<file path="config.mk">
export PLATFORM = sky130hd
export DESIGN_NAME = csc_sequencer
export DESIGN_NICKNAME = d
export VERILOG_FILES = /design/src/csc_interval_timer.v /design/src/csc_channel_picker.v /design/src/csc_sequencer.v
export VERILOG_INCLUDE_DIRS = /design/src /design/src/src
export SDC_FILE = /design/constraint.sdc
export NUM_CORES = 1
export LEC_CHECK = 0
export BUFFER_PORTS_ARGS = -buffer_cell sky130_fd_sc_hd__buf_4
export CAP_MARGIN = 25
export CORE_UTILIZATION = 54
export CTS_CLUSTER_SIZE = 14
export DETAILED_ROUTE_END_ITERATION = 10
export HOLD_SLACK_MARGIN = 0.06
export PLACE_DENSITY_LB_ADDON = 0.25
export SLEW_MARGIN = 10
export SYNTH_ARGS = -nofsm -noshare
export SYNTH_HDL_FRONTEND = slang
export SYNTH_SLANG_ARGS = --single-unit
</file>
<file path="constraint.sdc">
create_clock -name clock_in -period 2.7 [get_ports clock_in]
set_input_delay 0.27 -clock clock_in [delete_from_list [all_inputs] [get_ports clock_in]]
set_output_delay 0.27 -clock clock_in [all_outputs]
set_load 0.05 [all_outputs]
</file>
<file path="src/csc_defines.vh">
// Register map, field positions, reset values and timing counts for the conversion sequencer
`ifndef CSC_DEFINES_VH
`define CSC_DEFINES_VH

// ----------------------------------------
// Command byte addresses
// ----------------------------------------
`define CSC_ADDR_STATUS       8'h02
`define CSC_ADDR_MAIN_CFG     8'h03
`define CSC_ADDR_INTERVAL     8'h04
`define CSC_ADDR_CHAN_EN      8'h05
`define CSC_ADDR_FILTER       8'h06
`define CSC_ADDR_ONE_SHOT     8'h0f

// ----------------------------------------
// Field positions and writable masks
// ----------------------------------------
`define CSC_CFG_HOLD_BIT      6
`define CSC_CFG_Q4_BIT        1
`define CSC_CFG_Q3_BIT        0
`define CSC_CFG_MASK          8'h43
`define CSC_INTERVAL_MASK     8'h03
`define CSC_CHAN_EN_MASK      8'h1f
`define CSC_FILTER_MASK       8'h0f
`define CSC_STATUS_BUSY_BIT   7

// ----------------------------------------
// Reset values
// ----------------------------------------
`define CSC_CFG_RESET         8'h03
`define CSC_INTERVAL_RESET    8'h02
`define CSC_CHAN_EN_RESET     8'h1f
`define CSC_FILTER_RESET      8'h0f

// ----------------------------------------
// Interval codes
// ----------------------------------------
`define CSC_IVL_CONT          2'b00
`define CSC_IVL_364MS         2'b01
`define CSC_IVL_1S            2'b10
`define CSC_IVL_2500MS        2'b11

// ----------------------------------------
// Timing: times in microseconds, clock period in ns
// ----------------------------------------
`define CSC_CLK_PERIOD_NS     100
`define CSC_IVL_364MS_US      364000
`define CSC_IVL_1S_US         1000000
`define CSC_IVL_2500MS_US     2500000
`define CSC_CONV_TIME_US      6000
// Divide first: microseconds times 1000 would overflow 32 bits at 2.5 s
`define CSC_US_TO_CYC(t)      ((t) * (1000 / `CSC_CLK_PERIOD_NS))

`endif

</file>
<file path="src/csc_interval_timer.v">
// Interval timer: counts one full pass interval and flags its end
`default_nettype none
`include "csc_defines.vh"

module csc_interval_timer #(
   parameter [31:0] IVL_364MS_CYC  = `CSC_US_TO_CYC(`CSC_IVL_364MS_US),
   parameter [31:0] IVL_1S_CYC     = `CSC_US_TO_CYC(`CSC_IVL_1S_US),
   parameter [31:0] IVL_2500MS_CYC = `CSC_US_TO_CYC(`CSC_IVL_2500MS_US)
) (
   input  wire        clock_in,
   input  wire        rst_n_in,
   input  wire        start_in,
   input  wire [1:0]  select_in,
   output wire        expired_out
);

   reg  [31:0] count_reg;
   reg  [31:0] count_next;
   reg  [31:0] limit;

   // ----------------------------------------
   // Interval length by code
   // ----------------------------------------
   always @* begin
      case (select_in)
         `CSC_IVL_364MS:  limit = IVL_364MS_CYC;
         `CSC_IVL_1S:     limit = IVL_1S_CYC;
         `CSC_IVL_2500MS: limit = IVL_2500MS_CYC;
         default:         limit = 32'h0000_0001;
      endcase
   end

   // Restart on start, saturate at the limit so the flag holds
   always @* begin
      if (start_in) begin
         count_next = 32'h0000_0001;
      end else if (count_reg < limit) begin
         count_next = count_reg + 32'h0000_0001;
      end else begin
         count_next = count_reg;
      end
   end

   always @(posedge clock_in) begin
      if (!rst_n_in) begin
         count_reg <= 32'h0000_0000;
      end else begin
         count_reg <= count_next;
      end
   end

   // Fixed-rate codes keep interval constant for any pass shorter than it
   assign expired_out = (count_reg >= limit);

endmodule // csc_interval_timer
`default_nettype wire

</file>
<file path="src/csc_channel_picker.v">
// Channel picker: next enabled channel at or above a start index
`default_nettype none

module csc_channel_picker (
   input  wire [4:0]  enables_in,
   input  wire [2:0]  from_in,
   output reg         found_out,
   output reg  [2:0]  channel_out
);

   integer i;

   // ----------------------------------------
   // Lowest enabled channel not below from_in; disabled ones cost nothing
   // ----------------------------------------
   always @* begin
      found_out   = 1'b0;
      channel_out = 3'h0;
      for (i = 4; i >= 0; i = i - 1) begin
         if (enables_in[i] && (i >= from_in)) begin
            found_out   = 1'b1;
            channel_out = i[2:0];
         end
      end
   end

endmodule // csc_channel_picker
`default_nettype wire

</file>
<file path="src/csc_sequencer.v">
// Conversion sequencer control: registers, one-shot trigger and pass state machine
// How it works
// - Standby bit 6 set stops periodic passes; clear means continuous passes at the chosen interval.
// - In standby a write to command 0x0f starts one pass over all enabled channels.
// - The byte written to the one-shot address is discarded; only the write event counts.
// - Config bit 1 enables the remote 4 spike queue and bit 0 the remote 3 spike queue.
// - Interval code 00 is continuous, 01 is 0.364 s, 10 is 1 s, 11 is 2.5 s.
// - Each periodic pass converts enabled channels in turn, then idles out the rest of the interval.
// - Channels whose enable bit is 0 are skipped and take no time.
// - Skipping shortens continuous passes; timed codes stretch the idle so the interval holds.
// - Channel enable bits 4..0 are remote 4..1 and local, reset value 0x1f.
// - Filter bits 3-2 are remote 2 mode and 1-0 remote 1 mode: 00 off, 01 basic, 11 enhanced.
// - Reserved bits of the four registers always read zero.
// - Status bit 7 reads 1 while a conversion pass is running.
//
// ----------------------------------------
// Limits and trade-offs
// ----------------------------------------
// The interval is timed from each pass start, so a pass that outlasts the
// interval starts the next one at once rather than stretching the period.
// Setting standby mid-pass lets the running pass finish, so no channel is
// left half converted; the wait stage then sees standby and drops to idle.
// A one-shot write during a pass is dropped, not queued: the host can see
// busy in status and retry once it clears.
// Enables are sampled at every pick, so a change made during a pass takes
// effect from the next channel on.
// Filter code 10 is stored as written; keeping it out is up to the host.
// Conversion time per channel is a parameter, not a measured figure.
// Reset leaves standby clear, so passes start right after release.
`default_nettype none
`include "csc_defines.vh"

module csc_sequencer #(
   parameter [31:0] CONV_CYC       = `CSC_US_TO_CYC(`CSC_CONV_TIME_US),
   parameter [31:0] IVL_364MS_CYC  = `CSC_US_TO_CYC(`CSC_IVL_364MS_US),
   parameter [31:0] IVL_1S_CYC     = `CSC_US_TO_CYC(`CSC_IVL_1S_US),
   parameter [31:0] IVL_2500MS_CYC = `CSC_US_TO_CYC(`CSC_IVL_2500MS_US)
) (
   input  wire        clock_in,
   input  wire        rst_n_in,
   input  wire        wr_strobe_in,
   input  wire        rd_strobe_in,
   input  wire [7:0]  cmd_addr_in,
   input  wire [7:0]  wr_data_in,
   output reg  [7:0]  rd_data_out,
   output reg         rd_valid_out,
   output reg         convert_start_out,
   output reg  [2:0]  convert_channel_out,
   output reg         busy_out,
   output reg         remote4_spike_queue_en_out,
   output reg         remote3_spike_queue_en_out,
   output reg  [1:0]  remote2_filter_mode_out,
   output reg  [1:0]  remote1_filter_mode_out
);

   // ----------------------------------------
   // States
   // ----------------------------------------
   localparam [3:0] ST_IDLE  = 4'b0001;
   localparam [3:0] ST_PICK  = 4'b0010;
   localparam [3:0] ST_CONV  = 4'b0100;
   localparam [3:0] ST_WAIT  = 4'b1000;

   // ----------------------------------------
   // Declarations
   // ----------------------------------------
   reg  [7:0]  cfg_reg;
   reg  [7:0]  interval_reg;
   reg  [7:0]  chan_en_reg;
   reg  [7:0]  filter_reg;
   reg  [3:0]  state_reg;
   reg  [3:0]  state_next;
   reg  [2:0]  next_chan_reg;
   reg  [2:0]  next_chan_next;
   reg  [31:0] conv_cnt_reg;
   reg  [31:0] conv_cnt_next;
   reg         one_shot_reg;
   reg         one_shot_next;
   reg         start_pulse;
   reg  [7:0]  rd_mux;
   wire        hold_bit;
   wire        pick_found;
   wire [2:0]  pick_chan;
   wire        ivl_expired;
   wire        trigger_write;
   wire        pass_start;

   // Masked store keeps reserved bits at zero
   function [7:0] csc_masked;
      input [7:0] value;
      input [7:0] mask;
      begin
         csc_masked = value & mask;
      end
   endfunction

   assign hold_bit      = cfg_reg[`CSC_CFG_HOLD_BIT];
   // Any write to the trigger address fires; data is never looked at
   assign trigger_write = wr_strobe_in && (cmd_addr_in == `CSC_ADDR_ONE_SHOT);

   // ----------------------------------------
   // Register writes
   // ----------------------------------------
   // Reserved bits are masked on the way in, so reads need no masking
   always @(posedge clock_in) begin
      if (!rst_n_in) begin
         cfg_reg      <= `CSC_CFG_RESET;
         interval_reg <= `CSC_INTERVAL_RESET;
         chan_en_reg  <= `CSC_CHAN_EN_RESET;
         filter_reg   <= `CSC_FILTER_RESET;
      end else if (wr_strobe_in) begin
         case (cmd_addr_in)
            `CSC_ADDR_MAIN_CFG: cfg_reg      <= csc_masked(wr_data_in, `CSC_CFG_MASK);
            `CSC_ADDR_INTERVAL: interval_reg <= csc_masked(wr_data_in, `CSC_INTERVAL_MASK);
            `CSC_ADDR_CHAN_EN:  chan_en_reg  <= csc_masked(wr_data_in, `CSC_CHAN_EN_MASK);
            // Code 10 is stored as written; host must avoid it
            `CSC_ADDR_FILTER:   filter_reg   <= csc_masked(wr_data_in, `CSC_FILTER_MASK);
            default: begin
               // Status, one-shot and unmapped addresses store nothing
            end
         endcase
      end
   end

   // ----------------------------------------
   // Read mux
   // ----------------------------------------
   always @* begin
      case (cmd_addr_in)
         `CSC_ADDR_STATUS:   rd_mux = {busy_out, 7'h00};
         `CSC_ADDR_MAIN_CFG: rd_mux = cfg_reg;
         `CSC_ADDR_INTERVAL: rd_mux = interval_reg;
         `CSC_ADDR_CHAN_EN:  rd_mux = chan_en_reg;
         `CSC_ADDR_FILTER:   rd_mux = filter_reg;
         default:            rd_mux = 8'h00;
      endcase
   end

   // ----------------------------------------
   // Read data register
   // ----------------------------------------
   // Data is caught at the strobe edge and then held, so a slow host
   // may pick it up late without it changing under it
   always @(posedge clock_in) begin
      if (!rst_n_in) begin
         rd_data_out  <= 8'h00;
         rd_valid_out <= 1'b0;
      end else begin
         rd_valid_out <= rd_strobe_in;
         if (rd_strobe_in) begin
            rd_data_out <= rd_mux;
         end
      end
   end

   // ----------------------------------------
   // Helpers
   // ----------------------------------------
   // Pure logic: finds the next enabled channel in the same cycle
   csc_channel_picker u_picker (
      .enables_in  (chan_en_reg[4:0]),
      .from_in     (next_chan_reg),
      .found_out   (pick_found),
      .channel_out (pick_chan)
   );

   // Count runs from pass start and saturates, so expiry holds
   csc_interval_timer #(
      .IVL_364MS_CYC  (IVL_364MS_CYC),
      .IVL_1S_CYC     (IVL_1S_CYC),
      .IVL_2500MS_CYC (IVL_2500MS_CYC)
   ) u_timer (
      .clock_in    (clock_in),
      .rst_n_in    (rst_n_in),
      .start_in    (pass_start),
      .select_in   (interval_reg[1:0]),
      .expired_out (ivl_expired)
   );

   // Interval is measured from pass start, so short passes just wait longer
   assign pass_start = (state_reg == ST_IDLE) && (state_next == ST_PICK);

   // ----------------------------------------
   // Pass state machine
   // ----------------------------------------
   // IDLE decides whether a pass begins, PICK finds the next enabled
   // channel, CONV counts out one conversion and WAIT holds off until the
   // interval ends. Defaults first so every path assigns every next value.
   always @* begin
      state_next     = state_reg;
      next_chan_next = next_chan_reg;
      conv_cnt_next  = conv_cnt_reg;
      one_shot_next  = one_shot_reg;
      start_pulse    = 1'b0;
      case (state_reg)
         ST_IDLE: begin
            if (!hold_bit) begin
               // Active: passes run back to back at the interval
               state_next     = ST_PICK;
               next_chan_next = 3'h0;
               one_shot_next  = 1'b0;
            end else if (trigger_write) begin
               state_next     = ST_PICK;
               next_chan_next = 3'h0;
               one_shot_next  = 1'b1;
            end
         end
         ST_PICK: begin
            if (pick_found) begin
               state_next     = ST_CONV;
               start_pulse    = 1'b1;
               conv_cnt_next  = 32'h0000_0001;
               next_chan_next = pick_chan;
            end else if (one_shot_reg) begin
               state_next = ST_IDLE;
            end else begin
               state_next = ST_WAIT;
            end
         end
         ST_CONV: begin
            if (conv_cnt_reg >= CONV_CYC) begin
               state_next = ST_PICK;
               // Past the last channel the index reaches 5 and the picker finds none
               if (next_chan_reg == 3'h4) begin
                  next_chan_next = 3'h5;
               end else begin
                  next_chan_next = next_chan_reg + 3'h1;
               end
            end else begin
               conv_cnt_next = conv_cnt_reg + 32'h0000_0001;
            end
         end
         ST_WAIT: begin
            // Continuous code expires at once; timed codes idle out the rest
            if (hold_bit && trigger_write) begin
               // Standby already in force: the trigger must not be lost here
               state_next     = ST_PICK;
               next_chan_next = 3'h0;
               one_shot_next  = 1'b1;
            end else if (hold_bit || ivl_expired) begin
               state_next = ST_IDLE;
            end
         end
         default: begin
            state_next = ST_IDLE;
         end
      endcase
   end

   // ----------------------------------------
   // State registers
   // ----------------------------------------
   // Counter and index reset with the state, so a reset mid-pass is clean
   always @(posedge clock_in) begin
      if (!rst_n_in) begin
         state_reg     <= ST_IDLE;
         next_chan_reg <= 3'h0;
         conv_cnt_reg  <= 32'h0000_0000;
         one_shot_reg  <= 1'b0;
      end else begin
         state_reg     <= state_next;
         next_chan_reg <= next_chan_next;
         conv_cnt_reg  <= conv_cnt_next;
         one_shot_reg  <= one_shot_next;
      end
   end

   // ----------------------------------------
   // Registered outputs
   // ----------------------------------------
   always @(posedge clock_in) begin
      if (!rst_n_in) begin
         convert_start_out          <= 1'b0;
         convert_channel_out        <= 3'h0;
         busy_out                   <= 1'b0;
         remote4_spike_queue_en_out <= 1'b1;
         remote3_spike_queue_en_out <= 1'b1;
         remote2_filter_mode_out    <= 2'b11;
         remote1_filter_mode_out    <= 2'b11;
      end else begin
         convert_start_out <= start_pulse;
         if (start_pulse) begin
            convert_channel_out <= pick_chan;
         end
         // Busy follows the next state so status and start pulse line up
         busy_out                   <= (state_next == ST_PICK) || (state_next == ST_CONV);
         // Copies trail the registers by one cycle; every output leaves a flip-flop
         remote4_spike_queue_en_out <= cfg_reg[`CSC_CFG_Q4_BIT];
         remote3_spike_queue_en_out <= cfg_reg[`CSC_CFG_Q3_BIT];
         remote2_filter_mode_out    <= filter_reg[3:2];
         remote1_filter_mode_out    <= filter_reg[1:0];
      end
   end

endmodule // csc_sequencer
`default_nettype wire

</file>
==> flow_summary_export.csv, run 1 <==
group,metric,value,unit
status,status,"complete, but fails checks",
status,violations,"setup timing",
logic_synthesis,synth.ff_latch_count,105,
sta,relSlewSlack,41.0,%
flow_run,maxCapViolations,0,
drt,drt.antenna.violating_nets,0,
drt,routed_wl,13.7,mm
sta,hold_violations,0,
drt,drtIter0Drc,375,
sta,period_minus_slack,2.85,ns
logic_synthesis,synth_top_area_share,39.2,%
grt,grt_pass1_vias,4570,
critical_path,crit_fanout,6,
floorplan,die_y,102,um
placement,dp_slack,-0.188,ns
cts,clock_sinks,105,
finish,final_nets,724,
cts,clkLatencyLatePin,0.38,ns
grt,grt_max_degree,52,
logic_synthesis,yosys_warnings,0,
grt,antenna_found_initial,0,
logic_synthesis,synth_nets,670,
sta,skew,0.0142,ns
logic_synthesis,synth_async_sr_flop_share,0,%
critical_path,slowest_stage,"o41a_4",
critical_path,worstPathRequired,3.01,ns
critical_path,max_stage_delay,0.54,ns
power_and_ir_drop,total_power,2750,uW
finish,num_antenna_cells,0,
sta,slew_viol_final,0,
power_and_ir_drop,peakVddDrop,0.000502,V
logic_synthesis,synth-edff-count,0,
critical_path,cp-start-kind,"flip-flop",
logic_synthesis,synth_common_cells,"105 x dfxtp_1, 52 x a21oi_1, 50 x nand2_1, 47 x nor2_1, 30 x or4_1",
grt,overflow,0,
finish,fin_util,69.1,%
placement,io_buffers,36,
finish,finalInstanceArea,6500,um^2
cts,h-tree-depth,3,
drt,wl_per_cell,17.0,um
floorplan,rows,35,
placement,place_area,5870,um^2
logic_synthesis,synth-seq-area-share,39.2,%
floorplan,ios,40,
logic_synthesis,synth_flop_cell,"dfxtp_1",
drt,vias,5088,
sta,rsz0062_at_grt,"yes",
drt,first_pass_iters,5,
critical_path,end_kind,"flip-flop",
cts,clockRootBuffer,"clkbuf_8",
sta,finalWorstSetupSlack,-0.151,ns
logic_synthesis,syn_area,5360,um^2
critical_path,cp_cell_sequence,"buf_4, ha_4, nor2_2, ha_1, and4_4, nand4b_1, a311oi_4, o41a_4, or4_1, a21oi_1",
placement,place_congestion,0.896,
cts,cts_tree,"done",
finish,drive_gt1_share,20.7,%
grt,grt_pass1_wl,21.6,mm
sta,setup_viol,26,
power_and_ir_drop,power_density,423,nW/um^2
floorplan,die_x,102,um
logic_synthesis,synth_cell_types,65,
logic_synthesis,avgSynthCellArea,8.63,um^2
sta,worst_pin_slew,0.883,ns
power_and_ir_drop,leakage,0.00246,uW
logic_synthesis,synth_most_common_cell,"dfxtp_1",
grt,track_usage,26.4,%
critical_path,crit_type,"reg -> reg",
cts,cts_buffers,9,
placement,dpl.hpwl,8.56,mm
logic_synthesis,synthTopCellsByArea,"dfxtp_1 39%, ha_1 6.8%, a21oi_1 4.9%",
sta,period_share,106,%
floorplan,coreArea,9420,um^2
sta,fmax,351,MHz
finish,synthToLayoutAreaGrowth,21.3,%
logic_synthesis,yosys.area.top_type,"dfxtp_1",
floorplan,start_util,56.9,%
min_path,min_path_type,"in -> reg",
cts,clk_pin_slew,0.10,ns
sta,tns,-2.74,ns
floorplan,dieArea,10300,um^2
logic_synthesis,synth_cells,621,
critical_path,arrival,3.16,ns
cts,clockBufferDepth,2,
drt,vias_per_cell,6.29,
drt,route.detailed.drc,0,
-- per-layer routing --
layer  wire length, um  GRT usage, %  vias up
li1                  -             -     2459
met1              6130          35.0     2410
met2              6450          41.7      180
met3               835          6.56       39
met4               303          9.36        0
met5                 0             0        -
-- through the flow --
step | cells | hold WS, ns
2_1_floorplan | 621 | 0.395
3_3_place_gp | 779 | 0.439
3_5_place_dp | 779 | 0.455
4_1_cts | 803 | 0.0950
5_1_grt | 809 | 0.105
6_report | 809 | 0.104
-- final timing paths --
kind,startpoint,slack [ns],endpoint,cells after the start
setup / recovery,interval_reg[1]$_SDFFE_PN1P_,-0.15,u_timer.count_reg[12]$_SDFFE_PP0N_,10
hold reg to reg,convert_channel_out[1]$_SDFFE_PN0P_,0.47,convert_channel_out[1]$_SDFFE_PN0P_,2
setup reg to reg,interval_reg[1]$_SDFFE_PN1P_,-0.15,u_timer.count_reg[12]$_SDFFE_PP0N_,10
hold / removal,wr_data_in[4],0.10,chan_en_reg[4]$_SDFFE_PN1P_,3
-- worst max-delay path: cells and delay by family (launching register included) --
family	cells	cell delay (ns)
buffers and inverters	1	0.14
AOI/OAI and AO/OA	3	0.83
DFF	1	0.38
and+or+nand+nor	4	1.00
adders and majority gates	2	0.42
-- logic make-up after synthesis --
| kind of cell | synth area share, % |
|---|---|
| xor+xnor | 0.163 |
| simple gates | 27.6 |
| mux | 3.73 |
| buf+inv | 4.04 |
| flops | 39.2 |
| fa+ha+maj | 6.77 |
| other cells | 0.0700 |
| compound gates | 18.4 |
-- report_power, final --
part | leakage [uW] | total (uW) | switching [uW] | internal [uW]
Clock | 0.0000874 | 900 | 559 | 340
Sequential | 0.000849 | 1590 | 21.6 | 1560
Combinational | 0.00152 | 267 | 173 | 94.9
Total | 0.00246 | 2750 | 753 | 2000
-- layout make-up --
type                            instances  area, um^2
Inverter                               20        85.1
Timing Repair Buffer                   70         558
Sequential cell                       105        2110
Tap cell                              129         161
Clock buffer                           10         128
Multi-Input combinational cell        469        3420
Fill cell                             739        2910
Clock inverter                          6        41.3
-- cell usage in the layout (no fill, tap or decap), drive strengths merged, types with 10 or more instances in the layout --
cell    Yosys  final
o31ai      28     28
nand3      20     20
nand2      50     50
buf         7     70
and3       24     24
inv        18     21
clkbuf     25     10
ha         29     29
dfxtp     105    105
and2       10     10
nor2       48     48
mux2i      20     20
a21oi      52     52
o21ai      19     19
or4        31     31
nand4      22     22
-- timing repair --
item	CTS	global route
endpoints found under the setup margin	24	27
gates cloned	4	1
hold buffers	0	0
setup buffers	4	6
gates resized for setup	22	34
pin swaps	20	26
(Power assumes the default switching activity.)
==> run 2: changes to the inputs <==
--- a/config.mk
+++ b/config.mk
@@ -8,7 +8,7 @@
 export LEC_CHECK = 0
 export BUFFER_PORTS_ARGS = -buffer_cell sky130_fd_sc_hd__buf_4
 export CAP_MARGIN = 25
-export CORE_UTILIZATION = 54
+export CORE_UTILIZATION = 65
 export CTS_CLUSTER_SIZE = 14
 export DETAILED_ROUTE_END_ITERATION = 10
 export HOLD_SLACK_MARGIN = 0.06
==> constraint.sdc (replaced) <==
create_clock -name clock_in -period 3.7 [get_ports clock_in]
set_input_delay 0.37 -clock clock_in [delete_from_list [all_inputs] [get_ports clock_in]]
set_output_delay 0.37 -clock clock_in [all_outputs]
set_load 0.05 [all_outputs]
==> flow_summary_export.csv, run 2 (same netlist as run 1, synthesis figures left out) <==
group,metric,value,unit
sta,hold_violations,0,
critical_path,startpoint,"interval_reg[0]$_SDFFE_PN0P_",
sta,worst_pin_slew,0.860,ns
critical_path,slowest_stage,"o41a_4",
power_and_ir_drop,seqPwrFrac,56.2,%
floorplan,coreArea,7850,um^2
cts,cts_buffers,9,
cts,post-cts-setup-buffer-count,0,
finish,num_antenna_cells,0,
drt,drt.antenna.violating_nets,0,
cts,h-tree-depth,3,
finish,drive_gt1_share,10.8,%
power_and_ir_drop,pwr-share-comb,9.0,%
sta,fmax,313,MHz
drt,drtIter0Drc,200,
placement,dp.cells,734,
cts,ctsResizeCount,0,
critical_path,crit_type,"reg -> reg",
sta,setup_viol,0,
sta,period_share,86.4,%
floorplan,die_y,92.8,um
critical_path,arrival,3.51,ns
power_and_ir_drop,power.switching,585,uW
cts,clockRootBuffer,"clkbuf_8",
sta,relSlewSlack,42.3,%
critical_path,max_stage_delay,0.55,ns
grt,grt_pass1_wl,19.8,mm
critical_path,r2r_start,"interval_reg[0]$_SDFFE_PN0P_",
grt,track_usage,28.1,%
floorplan,start_util,68.3,%
finish,mostFrequentLayoutCell,"dfxtp_1",
flow_run,maxCapViolations,0,
placement,io_buffers,36,
drt,vias,4815,
cts,clkLatencyLatePin,0.38,ns
drt,routed_wl,11.9,mm
power_and_ir_drop,clock_power_share,34.7,%
power_and_ir_drop,intPower,1480,uW
sta,skew,0.0132,ns
finish,fillers,614,
grt,overflow,0,
power_and_ir_drop,peakVddDrop,0.000254,V
cts,clk_pin_slew,0.12,ns
placement,dpl.hpwl,8.29,mm
grt,grt_max_degree,52,
sta,slew_viol_final,0,
finish,seq_area,2100,um^2
floorplan,ios,40,
power_and_ir_drop,total_power,2060,uW
sta,tns,0,ns
floorplan,rows,32,
placement,place_congestion,0.833,
status,status,"complete, no violations",
critical_path,cp_cell_sequence,"inv_1, ha_1, inv_1, ha_1, a21o_1, a221oi_1, nor2b_1, o41a_4, or4_1, a21oi_1",
finish,synthToLayoutAreaGrowth,9.43,%
drt,route.detailed.drc,0,
floorplan,dieArea,8610,um^2
sta,rsz0062_at_grt,"no",
finish,multi_input_area,3040,um^2
cts,cts_tree,"done",
critical_path,worstPathRequired,4.01,ns
min_path,min_path_type,"in -> reg",
drt,first_pass_iters,4,
cts,clock_sinks,105,
grt,antenna_found_initial,0,
power_and_ir_drop,leakage,0.00226,uW
cts,clockBufferDepth,2,
finish,finalInstanceArea,5870,um^2
critical_path,crit_fanout,45,
sta,period_minus_slack,3.20,ns
grt,grt_pass1_vias,4432,
cts,cts_hold_buf,0,
power_and_ir_drop,switching_share,28.4,%
critical_path,end_kind,"flip-flop",
drt,wl_per_cell,15.8,um
drt,vias_per_cell,6.42,
floorplan,die_x,92.8,um
finish,stdcell_count,750,
critical_path,cp-start-kind,"flip-flop",
finish,layout_common_cells,"105 x dfxtp_1, 52 x a21oi_1, 50 x nand2_1",
min_path,hp-start,"wr_data_in[3]",
finish,final_nets,692,
placement,place_area,5670,um^2
power_and_ir_drop,power_density,351,nW/um^2
## run 2: cell types whose count changed in the layout (fill, tap and decap cells not counted), moves of 3 or more
cell and change:
o31ai_2 -5, a21oi_2 -4, ha_4 -4, o31ai_1 +8, or4_4 -5, buf_4 -23, or4_1 +5, ha_1 +5
o31ai_4 -3, inv_1 +5, inv_4 -3, o41a_4 -4, a21oi_1 +4
## run 2: final cells by class
type / count / area share [%]
well taps: 102 / 2.18
inverters: 20 / 1.28
clock inverters: 7 / 1.24
flip-flops and latches: 105 / 35.8
clock buffers: 9 / 2.11
repair buffers: 43 / 5.50
multi-input cells: 464 / 51.9
## run 2: final timing paths
kind                                              end  slack [ns]  depth (start not counted)
setup / recovery    u_timer.count_reg[6]$_SDFFE_PP0N_        0.50                         10
hold / removal            chan_en_reg[3]$_SDFFE_PN1P_        0.20                          3
setup reg to reg    u_timer.count_reg[6]$_SDFFE_PP0N_        0.50                         10
hold reg to reg   convert_channel_out[1]$_SDFFE_PN0P_        0.47                          2
## run 2: power groups by stage
stage                     clock network [uW]  registers, uW  logic (uW)
final                                    716           1160         186
after global routing                     769           1160         203
after CTS                                726           1160         184
after detailed placement                   0           1180         183
after global placement                     0           1180         181
after floorplan                            0           1190         114
## run 2: metal layers
metal	GRT usage, %	wire, um	vias up
met2	46.8	5770	114
met1	36.2	5470	2303
met5	0	0	-
met3	5.09	500	12
li1	-	-	2386
met4	10.3	113	0
## run 2: stage by stage
step | setup slack (ns) | hold WS [ns] | util [%]
global route | 0.249 | 0.195 | 74.7
CTS | 0.515 | 0.194 | 74.7
global placement | 0.637 | 0.443 | 72.2
detailed placement | 0.515 | 0.455 | 72.2
finish | 0.505 | 0.203 | 74.7
floorplan | 0.882 | 0.430 | -
## run 2: worst max-delay path, delay by kind of cell (launching register included)
kind                       cells  cell delay, ns
and+or+nand+nor                2            0.66
AOI/OAI and AO/OA              4            1.15
DFF                            1            0.43
adders and majority gates      2            0.58
buffers and inverters          2            0.30
